$ cat config.mk
export PLATFORM = sky130hd
export DESIGN_NAME = daf_flags
export DESIGN_NICKNAME = d
export VERILOG_FILES = /design/src/daf_pkg.sv /design/src/daf_flags.sv
export SDC_FILE = /design/constraint.sdc
export NUM_CORES = 1
export LEC_CHECK = 0
export BUFFER_PORTS_ARGS = -buffer_cell sky130_fd_sc_hd__buf_2
export CAP_MARGIN = 15
export CORE_MARGIN = 8
export CORE_UTILIZATION = 50
export DETAILED_ROUTE_END_ITERATION = 12
export MAX_ROUTING_LAYER = met4
export PLACE_DENSITY = 0.82
export SLEW_MARGIN = 30
export SYNTH_ARGS = -nofsm -noshare
export SYNTH_HDL_FRONTEND = slang
export SYNTH_SLANG_ARGS = --single-unit
$ cat constraint.sdc
create_clock -name mclk_i -period 2.3 [get_ports mclk_i]
set_input_delay 0 -clock mclk_i [delete_from_list [all_inputs] [get_ports mclk_i]]
set_output_delay 0 -clock mclk_i [all_outputs]
set_load 0.02 [all_outputs]
$ cat src/daf_pkg.sv
// shared constants for the diagnostic alarm and warning flag block
package daf_pkg;
    localparam int MEAS_W = 16;
    localparam int NUM_PARAMS = 5;
    localparam int NUM_CONDS = 20;
    localparam logic [2:0] PARAM_TEMP = 3'h0;
    localparam logic [2:0] PARAM_SUPPLY = 3'h1;
    localparam logic [2:0] PARAM_BIAS = 3'h2;
    localparam logic [2:0] PARAM_TXPWR = 3'h3;
    localparam logic [2:0] PARAM_RXPWR = 3'h4;
    localparam logic [7:0] FLAGS_RESET = 8'h00;
    localparam logic [4:0] ADC_DONE_COUNT = 5'h10;
    localparam logic [3:0] SEL_CRIT_LO = 4'h1;
    localparam logic [3:0] SEL_CRIT_HI = 4'h2;
    localparam logic [3:0] SEL_CAUT_LO = 4'h4;
    localparam logic [3:0] SEL_CAUT_HI = 4'h8;
    typedef enum logic [2:0] {
        DAF_IDLE = 3'b001,
        DAF_CONV = 3'b010,
        DAF_STORE = 3'b100
    } daf_adc_e;
endpackage

$ cat src/daf_flags.sv
// alarm and warning flag logic with open-drain status pins and warm reset
`timescale 1ns/10ps
// Functional notes
// - twenty threshold conditions, each its own bit in four flag registers
// - alarm bits: temp, supply, bias, tx power high/low; rx power in bits 7:6
// - warning bits use same order as alarm bits
// - high means strictly above; low means strictly below; equality sets nothing
// - a condition becoming true sets its flag
// - flag setting cannot be masked
// - flag stays until its register is read, power cycle, or tx-off toggle
// - while tx off, conversions and flagging continue
// - tx-off deassertion clears all four flag registers
// - rx-loss, rate-select, tx-fault drivers only pull low
// - pins are wired with external pull-down drivers
// - status bits report sampled pin levels
// - warm-reset bit returns the block to power-on defaults, except pin_status, which keeps sampling the pins
// - warm reset releases tx-fault and rx-loss and resets registers
// - warm reset halts conversion and discards partial result
// - state after warm reset equals state after power-on reset, except pin_status, which warm reset does not clear
module daf_flags #(
    parameter int MEAS_W = daf_pkg::MEAS_W
) (
    input wire logic mclk_i,
    input wire logic reset_i,
    input wire logic warm_reset_i,
    input wire logic tx_off_request_i,
    input wire logic meas_valid_i,
    input wire logic [2:0] meas_param_i,
    input wire logic [MEAS_W-1:0] meas_value_i,
    input wire logic [MEAS_W-1:0] crit_upper_i [daf_pkg::NUM_PARAMS],
    input wire logic [MEAS_W-1:0] crit_lower_i [daf_pkg::NUM_PARAMS],
    input wire logic [MEAS_W-1:0] caut_upper_i [daf_pkg::NUM_PARAMS],
    input wire logic [MEAS_W-1:0] caut_lower_i [daf_pkg::NUM_PARAMS],
    input wire logic [3:0] read_sel_i,
    input wire logic fault_detect_i,
    input wire logic signal_lost_i,
    input wire logic rate_low_i,
    input wire logic tx_fault_line_i,
    input wire logic rx_signal_lost_line_i,
    input wire logic rate_select_line_i,
    output logic tx_fault_line_o,
    output logic tx_fault_line_oe_o,
    output logic rx_signal_lost_line_o,
    output logic rx_signal_lost_line_oe_o,
    output logic rate_select_line_o,
    output logic rate_select_line_oe_o,
    output logic [7:0] critical_flags_lo_o,
    output logic [7:0] critical_flags_hi_o,
    output logic [7:0] caution_flags_lo_o,
    output logic [7:0] caution_flags_hi_o,
    output logic [2:0] pin_status_o,
    output logic [MEAS_W-1:0] result_o,
    output logic [2:0] result_param_o,
    output logic result_valid_o
);
    logic [7:0] critical_flags_lo;
    logic [7:0] critical_flags_hi;
    logic [7:0] caution_flags_lo;
    logic [7:0] caution_flags_hi;
    logic tx_off_q;
    logic [2:0] pin_status;
    logic [MEAS_W-1:0] conv_value;
    logic [2:0] conv_param;
    logic [4:0] conv_cnt;
    daf_pkg::daf_adc_e adc_state;
    daf_pkg::daf_adc_e next_adc_state;
    localparam int NUM_PARAMS_L = daf_pkg::NUM_PARAMS;
    logic [NUM_PARAMS_L-1:0] hi_crit;
    logic [NUM_PARAMS_L-1:0] lo_crit;
    logic [NUM_PARAMS_L-1:0] hi_caut;
    logic [NUM_PARAMS_L-1:0] lo_caut;

    // result presented to the comparators only on the store state
    wire logic eval_now = (adc_state == daf_pkg::DAF_STORE);
    wire logic tx_off_fall = tx_off_q & ~tx_off_request_i;
    wire logic soft_clr = warm_reset_i | tx_off_fall;
    wire logic clr_crit_lo = |(read_sel_i & daf_pkg::SEL_CRIT_LO);
    wire logic clr_crit_hi = |(read_sel_i & daf_pkg::SEL_CRIT_HI);
    wire logic clr_caut_lo = |(read_sel_i & daf_pkg::SEL_CAUT_LO);
    wire logic clr_caut_hi = |(read_sel_i & daf_pkg::SEL_CAUT_HI);

    genvar gi;
    generate
        for (gi = 0; gi < NUM_PARAMS_L; gi++) begin : g_cmp
            wire logic sel = eval_now && (conv_param == 3'(gi));
            assign hi_crit[gi] = sel && (conv_value > crit_upper_i[gi]);
            assign lo_crit[gi] = sel && (conv_value < crit_lower_i[gi]);
            assign hi_caut[gi] = sel && (conv_value > caut_upper_i[gi]);
            assign lo_caut[gi] = sel && (conv_value < caut_lower_i[gi]);
        end
    endgenerate

    // bit order: temp hi/lo, supply hi/lo, bias hi/lo, tx power hi/lo
    wire logic [7:0] ev_crit_lo = {hi_crit[0], lo_crit[0], hi_crit[1],
        lo_crit[1], hi_crit[2], lo_crit[2], hi_crit[3], lo_crit[3]};
    wire logic [7:0] ev_crit_hi = {hi_crit[4], lo_crit[4], 6'h00};
    wire logic [7:0] ev_caut_lo = {hi_caut[0], lo_caut[0], hi_caut[1],
        lo_caut[1], hi_caut[2], lo_caut[2], hi_caut[3], lo_caut[3]};
    wire logic [7:0] ev_caut_hi = {hi_caut[4], lo_caut[4], 6'h00};

    // clear first, then event bits or-ed in so a coincident event survives
    // warm reset beats even a coincident event, as power-on would
    wire logic [7:0] next_crit_lo = warm_reset_i ? daf_pkg::FLAGS_RESET :
        ((soft_clr || clr_crit_lo) ? ev_crit_lo :
        (critical_flags_lo | ev_crit_lo));
    wire logic [7:0] next_crit_hi = warm_reset_i ? daf_pkg::FLAGS_RESET :
        ((soft_clr || clr_crit_hi) ? ev_crit_hi :
        (critical_flags_hi | ev_crit_hi));
    wire logic [7:0] next_caut_lo = warm_reset_i ? daf_pkg::FLAGS_RESET :
        ((soft_clr || clr_caut_lo) ? ev_caut_lo :
        (caution_flags_lo | ev_caut_lo));
    wire logic [7:0] next_caut_hi = warm_reset_i ? daf_pkg::FLAGS_RESET :
        ((soft_clr || clr_caut_hi) ? ev_caut_hi :
        (caution_flags_hi | ev_caut_hi));

    always_comb begin
        next_adc_state = adc_state;
        case (adc_state)
            daf_pkg::DAF_IDLE: begin
                if (meas_valid_i) begin
                    next_adc_state = daf_pkg::DAF_CONV;
                end
            end
            daf_pkg::DAF_CONV: begin
                if (conv_cnt == daf_pkg::ADC_DONE_COUNT) begin
                    next_adc_state = daf_pkg::DAF_STORE;
                end
            end
            daf_pkg::DAF_STORE: next_adc_state = daf_pkg::DAF_IDLE;
            default: next_adc_state = daf_pkg::DAF_IDLE;
        endcase
        // conversions run regardless of tx-off; warm reset aborts them
        if (warm_reset_i) begin
            next_adc_state = daf_pkg::DAF_IDLE;
        end
    end

    always_ff @(posedge mclk_i or posedge reset_i) begin
        if (reset_i) begin
            adc_state <= daf_pkg::DAF_IDLE;
            conv_cnt <= 5'h00;
            conv_value <= '0;
            conv_param <= 3'h0;
        end else begin
            adc_state <= next_adc_state;
            if (warm_reset_i || adc_state != daf_pkg::DAF_CONV) begin
                conv_cnt <= 5'h00;
            end else begin
                conv_cnt <= conv_cnt + 5'h01;
            end
            if (warm_reset_i) begin
                conv_value <= '0;
                conv_param <= 3'h0;
            end else if (adc_state == daf_pkg::DAF_IDLE && meas_valid_i) begin
                conv_value <= meas_value_i;
                conv_param <= meas_param_i;
            end
        end
    end

    // published results only change on a completed conversion or a warm reset
    always_ff @(posedge mclk_i or posedge reset_i) begin
        if (reset_i) begin
            result_o <= '0;
            result_param_o <= 3'h0;
            result_valid_o <= 1'b0;
        end else if (warm_reset_i) begin
            result_o <= '0;
            result_param_o <= 3'h0;
            result_valid_o <= 1'b0;
        end else begin
            result_valid_o <= eval_now;
            if (eval_now) begin
                result_o <= conv_value;
                result_param_o <= conv_param;
            end
        end
    end

    always_ff @(posedge mclk_i or posedge reset_i) begin
        if (reset_i) begin
            critical_flags_lo <= daf_pkg::FLAGS_RESET;
            critical_flags_hi <= daf_pkg::FLAGS_RESET;
            caution_flags_lo <= daf_pkg::FLAGS_RESET;
            caution_flags_hi <= daf_pkg::FLAGS_RESET;
            tx_off_q <= 1'b0;
        end else begin
            critical_flags_lo <= next_crit_lo;
            critical_flags_hi <= next_crit_hi;
            caution_flags_lo <= next_caut_lo;
            caution_flags_hi <= next_caut_hi;
            tx_off_q <= warm_reset_i ? 1'b0 : tx_off_request_i;
        end
    end

    // open drain: oe low means pulling the pin low
    always_ff @(posedge mclk_i or posedge reset_i) begin
        if (reset_i) begin
            tx_fault_line_oe_o <= 1'b1;
            rx_signal_lost_line_oe_o <= 1'b1;
            rate_select_line_oe_o <= 1'b1;
            pin_status <= 3'h0;
            tx_fault_line_o <= 1'b0;
            rx_signal_lost_line_o <= 1'b0;
            rate_select_line_o <= 1'b0;
        end else begin
            tx_fault_line_o <= 1'b0;
            rx_signal_lost_line_o <= 1'b0;
            rate_select_line_o <= 1'b0;
            tx_fault_line_oe_o <= warm_reset_i | ~fault_detect_i;
            rx_signal_lost_line_oe_o <= warm_reset_i | ~signal_lost_i;
            rate_select_line_oe_o <= warm_reset_i | ~rate_low_i;
            pin_status <= {rate_select_line_i, rx_signal_lost_line_i,
                tx_fault_line_i};
        end
    end

    assign critical_flags_lo_o = critical_flags_lo;
    assign critical_flags_hi_o = critical_flags_hi;
    assign caution_flags_lo_o = caution_flags_lo;
    assign caution_flags_hi_o = caution_flags_hi;
    assign pin_status_o = pin_status;
endmodule

==> Flow_metrics.wiki <==
{| class="wikitable"
! Metric !! Value
|-
| Category of the most critical setup path || reg2reg
|-
| Worst-case setup slack after placement || around 0.060 ns
|-
| Outcome || complete, no violations
|-
| Number of cell rows || 53
|-
| Power density over the cells || between 300 and 400 nW/µm²
|-
| Vias in the first global route || approximately 12000
|-
| Int Power || roughly 3.1 mW
|-
| Number of iterations in the first detailed-routing pass || 5
|-
| Height of the chip || approximately 160 µm
|-
| Required time reported for the critical path endpoint || roughly 2.5 ns
|-
| Average wire length per cell after detail routing || about 20 µm
|-
| Post-layout minimum cycle time || roughly 2.2 ns
|-
| CTS max path bufs || 2
|-
| Clock-pin transition on the worst setup and hold timing paths || roughly 0.07 ns
|-
| Setup bufs post-CTS || 0
|-
| Number of enable-type register cells in the synthesized netlist || 0
|-
| Smallest setup slack after layout || ~0.080 ns
|-
| Sw Ratio || 0.375
|-
| Number of synthesized register bits || 74
|-
| Number of distinct library cells after synthesis || just over 60
|-
| Clock skew after layout || ~0.0097 ns
|-
| Number of endpoints with negative hold slack in the final report || 0
|-
| Total of max-cap violations || 0
|-
| Effective utilization at floorplan || 0.506
|-
| Clock latency on the worst-skew pair || 0.35 ns
|-
| Count of port buffers added during placement || 399
|-
| Sequential fraction of the synthesis area || 0.175
|-
| Final weighted congestion of routability-driven global placement || 0.960
|-
| Crit path DAT || ~2.5 ns
|-
| Max-slew violation count || 0
|-
| Tot GR Track Use || 0.325
|-
| Count of yosys warnings during synthesis || 0
|-
| Final clock period utilization by the worst path || 0.965
|-
| Unrepaired setup endpoints after global routing || no
|-
| Worst Setup Start Kind || register
|-
| Total vias in the final route || around 12000
|-
| Maximum number of pins on one net before global-route repair || between 40 and 50
|-
| Type of the tightest min-delay check || in2reg
|-
| Cell taking the most area after synthesis || sky130_fd_sc_hd__ha_1
|-
| Worst hold path depth || 3
|-
| Inserted Clock Buffers || 9
|-
| Most used DFF post-synth || sky130_fd_sc_hd__dfrtp_1
|-
| Setup TNS || 0 ns
|-
| Horizontal extent of the die || around 160 µm
|-
| Post-Syn Instances || 1338
|-
| Power share of the clock group || 0.315
|-
| Async SR Flop Fraction || 1.00
|-
| # IOs || between 400 and 500
|-
| Crit end category || register
|-
| Net switching component of the power || 1.83 mW
|-
| Worst VDD drop || 0.000366 V
|-
| Fmax || about 450 MHz
|-
| Flop pwr share || 0.286
|-
| Netlist Area Pre-Place || about 11000 µm²
|-
| HPWL after detailed placement || about 35000 µm
|-
| Synthesized area divided by synthesized cell count || 7.93 µm²
|-
| Total Die Area || between 20000 and 30000 µm²
|-
| Leftover overflow at the end of global routing || 0
|-
| Number of design-rule violations left by the first detailed-router iteration || just over 800
|-
| Logic gate share of total power || 0.400
|-
| CP max FO || 17
|-
| Clock Sink Count || 74
|-
| Cell types with the largest area share after synthesis || sky130_fd_sc_hd__ha_1 37%, sky130_fd_sc_hd__dfrtp_1 17%, sky130_fd_sc_hd__inv_1 11%
|-
| Wire length reported by the detailed router || 42700 µm
|-
| Portion of synthesized cell area occupied by the leading cell type || 0.368
|-
| Antenna violations before repair || 4
|-
| Share of post-route cells with drive strength above 1 || 0.263
|-
| Global-route wire length before repair || ~65000 µm
|-
| Least-Margin Pin Slew || between 0.7 and 0.8 ns
|-
| Root buffer cell || sky130_fd_sc_hd__clkbuf_16
|-
| Clock tree from TritonCTS || done
|-
| DR DRC count || 0
|-
| Total leakage power || roughly 8.5 nW
|-
| H-tree depth || 3
|-
| Area growth from synthesis to layout || 30.4%
|-
| Number of nets at the end of the flow || around 2500
|-
| Number of nets with antenna violations after detailed routing || 0
|-
| Number of cells traversed by the worst register-to-register path || 7
|-
| Placeable core region || 21000 µm²
|-
| Average via count per standard cell || 5.54
|-
| Relative max-transition margin || 0.476
|-
| Setup violations, final || 0
|}
synth_stat cells, drive strengths merged, types with 5 or more instances:
master / count
nand4: 48
o211ai: 5
a21oi: 138
nor3: 15
dfrtp: 70
inv: 312
a211oi: 19
a21o: 18
buf: 22
nand3: 33
a31oi: 7
ha: 312
clkbuf: 5
nand2b: 11
o21bai: 6
o21ai: 47
a22o: 24
nor2: 43
nor2b: 12
a2111oi: 18
nand2: 104
nor4: 8
per-stage QoR:
stage | instances | power (mW) | area, µm² | utilization | hold slack, ns
global route | 2088 | 5.20 | 13800 | 0.660 | 0.0199
finish | 2088 | 4.88 | 13800 | 0.660 | 0.00864
detailed placement | 2041 | 3.30 | 13200 | 0.631 | 0.0637
global placement | 2041 | 3.25 | 13200 | 0.631 | 0.0625
floorplan | 1352 | 2.48 | 10700 | - | 0.0314
CTS | 2084 | 4.88 | 13800 | 0.659 | 0.000202
cell usage in the layout, fill, tap and decap left out, drive strengths merged, types with 7 or more instances in the layout:
| cell | instances |
|---|---|
| buf | 441 |
| inv | 315 |
| ha | 312 |
| a21oi | 138 |
| nand2 | 104 |
| dfrtp | 70 |
| nand4 | 48 |
| o21ai | 47 |
| nor2 | 43 |
| nand3 | 33 |
| dlygate4sd3 | 27 |
| a22o | 24 |
| a211oi | 19 |
| a21o | 18 |
| a2111oi | 18 |
| conb | 15 |
| nor3 | 15 |
| nor2b | 12 |
| nand2b | 11 |
| clkbuf | 9 |
| nor4 | 8 |
| a31oi | 7 |
flip-flops by register name, summed over array words and instances, names as in the netlist, 2 cells and up:
| register | cells |
|---|---|
| caution_flags_hi_o | 2 |
| pin_status_o | 3 |
| critical_flags_lo_o | 8 |
| conv_param | 3 |
| result_param_o | 3 |
| conv_value | 16 |
| critical_flags_hi_o | 2 |
| conv_cnt | 5 |
| result_o | 16 |
| caution_flags_lo_o | 8 |
| adc_state | 3 |
kinds of logic after synthesis:
| kind of cell | Yosys count | share of synthesized area |
|---|---|---|
| adders and majority gates | 312 | 0.368 |
| DFF | 74 | 0.175 |
| buffers and inverters | 339 | 0.126 |
| other | 1 | 0.000353 |
| and+or+nand+nor | 296 | 0.142 |
| xor gates and xnor gates | 3 | 0.00248 |
| AOI/OAI and AO/OA | 313 | 0.186 |
per-layer routing:
metal | share of wire | track usage | up-vias | routed length, µm
li1 | - | - | 5588 | -
met3 | 0.067 | 0.0514 | 93 | 2870
met1 | 0.40 | 0.368 | 5380 | 17200
met4 | 0.039 | 0.133 | 0 | 1680
met5 | 0 | - | - | 0
met2 | 0.49 | 0.566 | 512 | 20900
power groups by stage:
stage	combinational (mW)	sequential (mW)	clock (mW)
floorplan	1.01	1.46	0
global placement	1.84	1.41	0
detailed placement	1.88	1.42	0
CTS	1.93	1.39	1.56
global route	2.20	1.40	1.60
finish	1.95	1.39	1.54
final cells by class:
class | count | area [µm²]
Timing Repair Buffer | 468 | 2660
Clock inverter | 7 | 82.6
Multi-Input combinational cell | 939 | 7480
Clock buffer | 9 | 225
Sequential cell | 74 | 1860
Fill cell | 1836 | 7120
Inverter | 312 | 1170
Antenna cell | 4 | 10.0
Tap cell | 275 | 344
critical path: stages, from the launching register on:
cell and delay [ns]:
sky130_fd_sc_hd__dfrtp_1 0.39, sky130_fd_sc_hd__buf_4 0.23, sky130_fd_sc_hd__ha_1 0.33, sky130_fd_sc_hd__nand4_1 0.13
sky130_fd_sc_hd__or2_0 0.26, sky130_fd_sc_hd__a2111oi_0 0.45, sky130_fd_sc_hd__nor4_1 0.11, sky130_fd_sc_hd__a22o_1 0.19
final timing paths:
path                                                  start  slack, ns                          endpoint
min in group asynchronous                           reset_i       0.23             conv_cnt[4]$_DFF_PP0_
hold / removal                                 meas_valid_i      0.009          adc_state[0]$_DFFE_PP1P_
hold reg to reg            critical_flags_lo_o[5]$_DFF_PP0_       0.49  critical_flags_lo_o[5]$_DFF_PP0_
setup / recovery                 conv_value[13]$_DFFE_PP0P_       0.08  critical_flags_lo_o[2]$_DFF_PP0_
max in group asynchronous                           reset_i       1.36          adc_state[0]$_DFFE_PP1P_
setup reg to reg                 conv_value[13]$_DFFE_PP0P_       0.08  critical_flags_lo_o[2]$_DFF_PP0_
what timing repair did:
action / 4_1_cts / 5_1_grt
endpoints found under the setup margin: 0 / 9
endpoints found under the hold margin: 53 / 0
hold buffers: 27 / 0
gates resized for setup: 0 / 6
(Power assumes the default switching activity.)
